`config.mk`:
```
export PLATFORM = sky130hd
export DESIGN_NAME = p1g_port
export DESIGN_NICKNAME = d
export VERILOG_FILES = /design/src/hw/p1g_pkg.sv /design/src/hw/p1g_avs.sv /design/src/hw/p1g_pin_cell.sv /design/src/hw/p1g_port.sv
export SDC_FILE = /design/constraint.sdc
export NUM_CORES = 1
export LEC_CHECK = 0
export CELL_PAD_IN_SITES_DETAIL_PLACEMENT = 1
export CELL_PAD_IN_SITES_GLOBAL_PLACEMENT = 2
export CORE_MARGIN = 2
export CORE_UTILIZATION = 33
export DETAILED_ROUTE_END_ITERATION = 10
export DONT_BUFFER_PORTS = 1
export PLACE_DENSITY = 0.84
export SETUP_SLACK_MARGIN = 0.2
export SLEW_MARGIN = 20
export SYNTH_ARGS = -nofsm -noshare
export SYNTH_HDL_FRONTEND = slang
export SYNTH_SLANG_ARGS = --single-unit
```
`constraint.sdc`:
```
create_clock -name mclk -period 1.48 [get_ports mclk]
set_clock_uncertainty 0.2 [all_clocks]
set_input_delay 0.148 -clock mclk [delete_from_list [all_inputs] [get_ports mclk]]
set_output_delay 0.148 -clock mclk [all_outputs]
set_load 0.05 [all_outputs]
```
`src/hw/p1g_pkg.sv`:
```
// shared constants and types for the port 1 pin function block
package p1g_pkg;
    // register byte offsets on the avalon slave
    localparam logic [4:0] P1G_OFS_FUNC_SEL = 5'h00;
    localparam logic [4:0] P1G_OFS_DIR = 5'h04;
    localparam logic [4:0] P1G_OFS_OUT_VAL = 5'h08;
    localparam logic [4:0] P1G_OFS_PULLUP = 5'h0c;
    localparam logic [4:0] P1G_OFS_PORT2 = 5'h10;
    localparam logic [4:0] P1G_OFS_PIN_LEVEL = 5'h14;

    // function select fields
    localparam int P1G_FS_EXT_INT_THREE_SELECT = 7;
    localparam int P1G_FS_EXT_INT_TWO_SELECT = 6;
    localparam int P1G_FS_EXT_INT_ONE_SELECT = 5;
    localparam int P1G_FS_EXT_INT_ZERO_SELECT = 4;
    localparam int P1G_FS_TXD_SELECT = 1;
    localparam int P1G_FS_TIMER_CLOCK_OUT_SELECT = 0;
    localparam logic [7:0] P1G_FS_WRITABLE = 8'hf3;
    localparam logic [7:0] P1G_FS_READ_ONES = 8'h0c;

    // port 1 has no pin 3
    localparam int P1G_ABSENT_PIN = 3;
    localparam logic [7:0] P1G_PIN_IMPL = 8'hf7;
    localparam logic [7:0] P1G_DATA_READ_ONES = 8'h08;

    // port 2 pin 2 control fields
    localparam int P1G_P2_DIR_BIT = 0;
    localparam int P1G_P2_DATA_BIT = 1;
    localparam logic [7:0] P1G_P2_WRITABLE = 8'h03;

    // reset values
    localparam logic [7:0] P1G_RST_FUNC_SEL = 8'h00;
    localparam logic [7:0] P1G_RST_DIR = 8'h00;
    localparam logic [7:0] P1G_RST_OUT_VAL = 8'h00;
    localparam logic [7:0] P1G_RST_PULLUP = 8'h00;
    localparam logic [7:0] P1G_RST_PORT2 = 8'h00;
    localparam logic [31:0] P1G_UNMAPPED_READ = 32'h0000_0000;
    localparam logic [3:0] P1G_EXT_INT_IDLE = 4'hf;

    // the bus access now on the slave inputs, handed unqualified from the slave to the register file and read path
    typedef struct packed {
        logic wr;
        logic rd;
        logic [4:0] addr;
        logic [7:0] wdata;
        logic lane0;
    } p1g_bus_req_t;

    // per-pin drive result
    typedef struct packed {
        logic out;
        logic oe;
        logic pu;
    } p1g_pin_drive_t;
endpackage

```
`src/hw/p1g_avs.sv`:
```
// avalon-mm slave handshake: one wait cycle, then one acknowledge cycle
`timescale 1ns/1ps
module p1g_avs import p1g_pkg::*; (
    input wire logic mclk,
    input wire logic reset_n,
    input wire logic [4:0] avs_address,
    input wire logic avs_read,
    input wire logic avs_write,
    input wire logic [31:0] avs_writedata,
    input wire logic [3:0] avs_byteenable,
    output logic avs_waitrequest,
    output logic ack_cycle,
    output p1g_bus_req_t req
);
    logic wait_req;
    logic next_wait_req;

    // low for exactly one cycle per request, so each request commits once
    always_comb begin
        next_wait_req = 1'b1;
        if ((avs_read || avs_write) && wait_req) begin
            next_wait_req = 1'b0;
        end
    end

    // waitrequest leaves straight from this flop
    always_ff @(posedge mclk) begin
        if (!reset_n) begin
            wait_req <= 1'b1;
        end else begin
            wait_req <= next_wait_req;
        end
    end

    always_comb begin
        avs_waitrequest = wait_req;
        ack_cycle = !wait_req && (avs_read || avs_write);
        req.wr = avs_write;
        req.rd = avs_read;
        req.addr = avs_address;
        req.wdata = avs_writedata[7:0];
        req.lane0 = avs_byteenable[0];
    end
endmodule

```
`src/hw/p1g_pin_cell.sv`:
```
// one pin: general i/o or alternate function, with pull-up gating
`timescale 1ns/1ps
module p1g_pin_cell import p1g_pkg::*; #(
    parameter bit ALT_IS_OUTPUT = 1'b0
) (
    input wire logic alt_sel,
    input wire logic dir,
    input wire logic data,
    input wire logic pullup_en,
    input wire logic alt_out,
    output p1g_pin_drive_t drive
);
    always_comb begin
        drive.out = 1'b0;
        drive.oe = 1'b0;
        if (alt_sel) begin
            // direction bit is ignored here
            drive.oe = ALT_IS_OUTPUT;
            drive.out = ALT_IS_OUTPUT ? alt_out : 1'b0;
        end else begin
            drive.oe = dir;
            drive.out = dir ? data : 1'b0;
        end
        // pull-up only on an undriven input
        drive.pu = pullup_en && !dir && !drive.oe;
    end
endmodule

```
`src/hw/p1g_port.sv`:
```
// port 1 pin function and direction block with avalon-mm registers
`timescale 1ns/1ps
module p1g_port import p1g_pkg::*; (
    input wire logic mclk,
    input wire logic reset_n,
    input wire logic [4:0] avs_address,
    input wire logic avs_read,
    input wire logic avs_write,
    input wire logic [31:0] avs_writedata,
    input wire logic [3:0] avs_byteenable,
    output logic [31:0] avs_readdata,
    output logic avs_waitrequest,
    input wire logic [7:0] port1_pin_in,
    output logic [7:0] port1_pin_out,
    output logic [7:0] port1_pin_oe,
    output logic [7:0] port1_pullup_on,
    input wire logic port_two_pin_two_in,
    output logic port_two_pin_two_out,
    output logic port_two_pin_two_oe,
    input wire logic serial_txd,
    input wire logic timer_clock,
    output logic [3:0] ext_int_n,
    output logic timer_v_trigger_in
);
    p1g_bus_req_t req;
    logic ack_cycle;

    logic [7:0] pin_function_select;
    logic [7:0] pin_direction_control;
    logic [7:0] port_output_value;
    logic [7:0] port_pullup_enable;
    logic [7:0] port2_ctrl;
    logic [7:0] next_pin_function_select;
    logic [7:0] next_pin_direction_control;
    logic [7:0] next_port_output_value;
    logic [7:0] next_port_pullup_enable;
    logic [7:0] next_port2_ctrl;

    logic [31:0] next_avs_readdata;
    logic [7:0] next_port1_pin_out;
    logic [7:0] next_port1_pin_oe;
    logic [7:0] next_port1_pullup_on;
    logic next_port_two_pin_two_out;
    logic next_port_two_pin_two_oe;
    logic [3:0] next_ext_int_n;
    logic next_timer_v_trigger_in;

    p1g_pin_drive_t drive [7:0];
    p1g_pin_drive_t p2_drive;
    logic [7:0] alt_sel;
    logic [7:0] alt_out;

    // write of one byte lane, masked to the bits that exist
    function automatic logic [7:0] p1g_masked(
        input logic [7:0] old,
        input logic [7:0] wdata,
        input logic [7:0] mask
    );
        p1g_masked = (old & ~mask) | (wdata & mask);
    endfunction

    // read view: stored value for outputs, pin level for inputs
    function automatic logic [7:0] p1g_data_view(
        input logic [7:0] stored,
        input logic [7:0] pins,
        input logic [7:0] dir
    );
        p1g_data_view = (stored & dir) | (pins & ~dir);
    endfunction

    p1g_avs u_avs (
        .mclk(mclk),
        .reset_n(reset_n),
        .avs_address(avs_address),
        .avs_read(avs_read),
        .avs_write(avs_write),
        .avs_writedata(avs_writedata),
        .avs_byteenable(avs_byteenable),
        .avs_waitrequest(avs_waitrequest),
        .ack_cycle(ack_cycle),
        .req(req)
    );

    // ---- register file ----
    always_comb begin
        next_pin_function_select = pin_function_select;
        next_pin_direction_control = pin_direction_control;
        next_port_output_value = port_output_value;
        next_port_pullup_enable = port_pullup_enable;
        next_port2_ctrl = port2_ctrl;
        // a write only counts on the acknowledge edge and with lane 0 enabled
        if (ack_cycle && req.wr && req.lane0) begin
            case (req.addr)
                P1G_OFS_FUNC_SEL: begin
                    // reserved bits 3 and 2 hold no storage
                    next_pin_function_select =
                        p1g_masked(pin_function_select, req.wdata, P1G_FS_WRITABLE);
                end
                P1G_OFS_DIR: begin
                    // bit 3 has no flop behind it
                    next_pin_direction_control =
                        p1g_masked(pin_direction_control, req.wdata, P1G_PIN_IMPL);
                end
                P1G_OFS_OUT_VAL: begin
                    // output value kept apart from direction
                    next_port_output_value =
                        p1g_masked(port_output_value, req.wdata, P1G_PIN_IMPL);
                end
                P1G_OFS_PULLUP: begin
                    next_port_pullup_enable =
                        p1g_masked(port_pullup_enable, req.wdata, P1G_PIN_IMPL);
                end
                P1G_OFS_PORT2: begin
                    next_port2_ctrl = p1g_masked(port2_ctrl, req.wdata, P1G_P2_WRITABLE);
                end
                default: begin
                    // unmapped writes are dropped
                    next_port2_ctrl = port2_ctrl;
                end
            endcase
        end
    end

    always_ff @(posedge mclk) begin
        if (!reset_n) begin
            // every pin comes up as a general input
            pin_function_select <= P1G_RST_FUNC_SEL;
            pin_direction_control <= P1G_RST_DIR;
            port_output_value <= P1G_RST_OUT_VAL;
            port_pullup_enable <= P1G_RST_PULLUP;
            port2_ctrl <= P1G_RST_PORT2;
        end else begin
            pin_function_select <= next_pin_function_select;
            pin_direction_control <= next_pin_direction_control;
            port_output_value <= next_port_output_value;
            port_pullup_enable <= next_port_pullup_enable;
            port2_ctrl <= next_port2_ctrl;
        end
    end

    // ---- read path ----
    always_comb begin
        next_avs_readdata = avs_readdata;
        // load on the wait cycle so data stands at the acknowledge edge
        if (req.rd && avs_waitrequest) begin
            next_avs_readdata = P1G_UNMAPPED_READ;
            case (req.addr)
                P1G_OFS_FUNC_SEL: begin
                    next_avs_readdata[7:0] = pin_function_select | P1G_FS_READ_ONES;
                end
                P1G_OFS_DIR: begin
                    // write-only; software keeps its own shadow
                    next_avs_readdata[7:0] = 8'h00;
                end
                P1G_OFS_OUT_VAL: begin
                    next_avs_readdata[7:0] = p1g_data_view(port_output_value,
                        port1_pin_in, pin_direction_control) | P1G_DATA_READ_ONES;
                end
                P1G_OFS_PULLUP: begin
                    next_avs_readdata[7:0] = port_pullup_enable | P1G_DATA_READ_ONES;
                end
                P1G_OFS_PORT2: begin
                    next_avs_readdata[P1G_P2_DIR_BIT] = 1'b0;
                    next_avs_readdata[P1G_P2_DATA_BIT] = port2_ctrl[P1G_P2_DIR_BIT] ?
                        port2_ctrl[P1G_P2_DATA_BIT] : port_two_pin_two_in;
                end
                P1G_OFS_PIN_LEVEL: begin
                    // raw levels, handy while a pin serves its alternate function
                    next_avs_readdata[7:0] = (port1_pin_in & P1G_PIN_IMPL) | P1G_DATA_READ_ONES;
                end
                default: begin
                    next_avs_readdata = P1G_UNMAPPED_READ;
                end
            endcase
        end
    end

    // ---- pin functions ----
    always_comb begin
        alt_sel = 8'h00;
        alt_out = 8'h00;
        alt_sel[7] = pin_function_select[P1G_FS_EXT_INT_THREE_SELECT];
        alt_sel[6] = pin_function_select[P1G_FS_EXT_INT_TWO_SELECT];
        alt_sel[5] = pin_function_select[P1G_FS_EXT_INT_ONE_SELECT];
        alt_sel[4] = pin_function_select[P1G_FS_EXT_INT_ZERO_SELECT];
        alt_sel[0] = pin_function_select[P1G_FS_TIMER_CLOCK_OUT_SELECT];
        alt_out[0] = timer_clock;
    end

    for (genvar i = 0; i < 8; i++) begin : g_pin
        if (i == P1G_ABSENT_PIN) begin : g_absent
            // no pin here: never driven, never pulled
            assign drive[i] = '0;
        end else begin : g_cell
            p1g_pin_cell #(
                .ALT_IS_OUTPUT(i == 0)
            ) u_cell (
                .alt_sel(alt_sel[i]),
                .dir(pin_direction_control[i]),
                .data(port_output_value[i]),
                .pullup_en(port_pullup_enable[i]),
                .alt_out(alt_out[i]),
                .drive(drive[i])
            );
        end
    end

    // port 2 pin 2 has no pull-up control
    p1g_pin_cell #(
        .ALT_IS_OUTPUT(1'b1)
    ) u_p2_cell (
        .alt_sel(pin_function_select[P1G_FS_TXD_SELECT]),
        .dir(port2_ctrl[P1G_P2_DIR_BIT]),
        .data(port2_ctrl[P1G_P2_DATA_BIT]),
        .pullup_en(1'b0),
        .alt_out(serial_txd),
        .drive(p2_drive)
    );

    always_comb begin
        for (int k = 0; k < 8; k++) begin
            next_port1_pin_out[k] = drive[k].out;
            next_port1_pin_oe[k] = drive[k].oe;
            next_port1_pullup_on[k] = drive[k].pu;
        end
        next_port_two_pin_two_out = p2_drive.out;
        next_port_two_pin_two_oe = p2_drive.oe;
        // interrupt inputs are active low, idle high while not selected
        next_ext_int_n = P1G_EXT_INT_IDLE;
        for (int k = 0; k < 4; k++) begin
            if (alt_sel[k + 4]) begin
                next_ext_int_n[k] = port1_pin_in[k + 4];
            end
        end
        next_timer_v_trigger_in = alt_sel[7] ? port1_pin_in[7] : 1'b0;
    end

    // outputs registered: pin paths lag one clock behind register writes
    always_ff @(posedge mclk) begin
        if (!reset_n) begin
            avs_readdata <= P1G_UNMAPPED_READ;
            port1_pin_out <= 8'h00;
            port1_pin_oe <= 8'h00;
            port1_pullup_on <= 8'h00;
            port_two_pin_two_out <= 1'b0;
            port_two_pin_two_oe <= 1'b0;
            ext_int_n <= P1G_EXT_INT_IDLE;
            timer_v_trigger_in <= 1'b0;
        end else begin
            avs_readdata <= next_avs_readdata;
            port1_pin_out <= next_port1_pin_out;
            port1_pin_oe <= next_port1_pin_oe;
            port1_pullup_on <= next_port1_pullup_on;
            port_two_pin_two_out <= next_port_two_pin_two_out;
            port_two_pin_two_oe <= next_port_two_pin_two_oe;
            ext_int_n <= next_ext_int_n;
            timer_v_trigger_in <= next_timer_v_trigger_in;
        end
    end
endmodule

```
==> impl_metrics.ini <==
[drt]
route.detailed.drc = 0
vias = 2018
wl_per_cell_um = 16.0
routed_wl_um = 6770
first_pass_iters = 4
vias_per_cell = 4.77
dr.first_iter.drc_count = 64
antenna_left = 0

[power]
swShare = 0.268
power_frac_comb = 0.099
power.internal_mw = 2.46
power_frac_clock = 0.370
power.leakage_nw = 1.37
powerDensity_nw_per_um2 = 991
power.switching_mw = 0.898
seqPwrFrac = 0.531
power_mw = 3.36
ir_drop_mv = 0.421

[floorplan]
design.portCount = 120
rows = 33
initial_core_util = 0.342
dieArea_um2 = 9320
fp.dieH_um = 96.5
core_area_um2 = 8260
fp.dieW_um = 96.5

[synth]
synth_warnings = 0
synth.area.top_cells = dfxtp_1, mux2i_1, buf_4
postSynthCellCount = 282
synth.yosys.seq_area_share = 0.467
synth_cell_type_count = 42
yosysTopAreaCell = dfxtp_1
syn_area_um2 = 2830
yosysTopAreaCellShare = 0.467
synth-main-ff-cell = dfxtp_1
async_reset_ff_frac = 0
avgSynthCellArea_um2 = 10.0
synth-seq-cells = 66
synth_edf_count = 0

[sta]
slew_viol_final = 0
fin_hold_ws_ps = -294
setup_violations = 31
hold_viol = 66
finalCritPeriodShare = 1.07
fmax_mhz = 630
rsz0062_at_grt = yes
fin_crit_ps = 1590
setup_ws_ps = -107

[critical_path]
crit_fanout = 4
arrival_ps = 1620
rrSetupSlack_ps = -110
crit_required_ps = 1510
crit_type = flip-flop to flip-flop
reg2regPathDepth = 5
critPathLaunchType = flip-flop
endpoint_kind = flip-flop

[place]
gp_congestion = 0.771
port_buffers = 0
dpl.cell_count = 393
hpwl_um = 4670
dp_slack_ps = -117

[clock_tree]
cts_buffers = 9
cts_tree = built
clk_path_buf_depth = 2
clock-sinks = 66
htreeDepth = 3
ctsHoldBuffers = 12
clockRootBuffer = clkbuf_8
clk_latency_ps = 340
path_clk_slew_ps = 60

[finish]
finish.utilization = 0.411
areaGrowthSynthToFinish_pct = 20.0
fin_nets = 370
final_cell_count_no_fill = 423
antennaDiodeCount = 0
drive_above_1_share = 0.277

[grt]
grt_pass1_vias = 2080
grt_use_total = 0.154
grt_max_degree = 58
antenna_found_initial = 0
overflow = 0
grt_pass1_wl_um = 10600

[outcome]
violations = hold timing, setup timing
status = complete, but fails checks

[flow_run]
cap_violations = 0

[hold_path]
hp-class = primary input to flip-flop
hold_depth = 1
placed cells by master, fill, tap and decap left out, types with 2 or more instances in the layout:
cell type,Yosys,final
clkbuf_8,0,9
o2bb2ai_1,5,5
a22oi_1,6,5
buf_4,28,10
conb_1,1,27
nand2_1,39,37
mux2i_1,36,35
o21ai_0,8,8
dfxtp_2,0,31
or2_2,3,3
inv_1,2,2
clkbuf_1,7,2
nor2b_1,18,18
nor2_1,5,5
nand2_4,0,2
a22o_1,6,6
dlygate4sd3_1,0,11
and2_1,8,7
and3_4,0,2
dfxtp_1,66,34
and3b_1,8,7
o211ai_1,2,2
and3_1,5,3
buf_6,1,11
clkinv_2,0,4
o21a_1,3,3
cells in the mapped netlist (2+ instances only):
cell	instances
a22o_1	6
or2_2	3
dfxtp_1	66
and3b_1	8
o2bb2ai_1	5
a22oi_1	6
buf_2	4
buf_4	28
inv_1	2
nor2_1	5
o21ai_0	8
and3_1	5
clkbuf_1	7
o211ai_1	2
nand2_1	39
o21a_1	3
and2_1	8
mux2i_1	36
nor2b_1	18
routing by layer:
layer | vias to the layer above | track usage | routed length [um]
met5 | - | 0 | 0
met4 | 0 | 0.0904 | 153
met3 | 15 | 0.0473 | 413
met2 | 64 | 0.261 | 3400
met1 | 952 | 0.169 | 2810
li1 | 987 | - | -
power by group through the flow:
stage	Clock [mW]	Sequential (mW)	Combinational, mW
detailed placement	0	1.83	0.267
floorplan	0	1.84	0.315
finish	1.24	1.78	0.332
global placement	0	1.83	0.264
global route	1.36	1.78	0.350
CTS	1.27	1.78	0.327
repair_timing:
action / 4_1_cts / 5_1_grt
endpoints found under the hold margin: 66 / 66
buffers inserted: 3 / 0
pin swaps: 8 / 7
setup endpoints to repair: 66 / 41
resized for setup: 42 / 13
state kept, by name (all words and copies together), names as in the netlist:
name / count
avs_readdata: 8
ext_int_n: 4
pin_direction_control: 7
pin_function_select: 6
port1_pin_oe: 7
port1_pin_out: 7
port1_pullup_on: 7
port2_ctrl: 2
port_output_value: 7
port_pullup_enable: 7
port_two_pin_two_oe: 1
port_two_pin_two_out: 1
timer_v_trigger_in: 1
u_avs.avs_waitrequest: 1
path summary, 6_finish.rpt:
check	start	end
max	u_avs.avs_waitrequest	port_pullup_enable[7]
min	reset_n	ext_int_n[2]
max reg2reg	u_avs.avs_waitrequest	port_pullup_enable[7]
min reg2reg	port_pullup_enable[0]	port1_pullup_on[0]
cells by family after synthesis:
logic type / synth area share
xor+xnor: 0.00310
compound gates: 0.0899
other cells: 0.00133
mux: 0.127
buf+inv: 0.0974
flops: 0.467
simple gates: 0.213
final cells by class:
cell class / count / area [um^2]
flip-flops and latches: 66 / 1360
clock inverters: 4 / 20.0
clock buffers: 11 / 131
well taps: 105 / 131
inverters: 2 / 7.51
fillers: 918 / 4870
multi-input cells: 200 / 1380
repair buffers: 35 / 357
worst max-delay path: stages, from the launching register on:
cell and delay [ps]:
dfxtp_4 340, and3b_2 310, and3_4 220, buf_6 130, mux2i_1 210, nor2b_1 70
through the flow:
step | setup TNS (ps) | hold slack [ps] | area, um^2
floorplan | -1570 | 53.1 | 2950
global placement | -495 | 43.1 | 2970
detailed placement | -1060 | 44.7 | 2970
CTS | -1340 | -316 | 3350
global route | -3300 | -312 | 3390
finish | -1420 | -294 | 3390
Power figures use the tool's default switching activity.
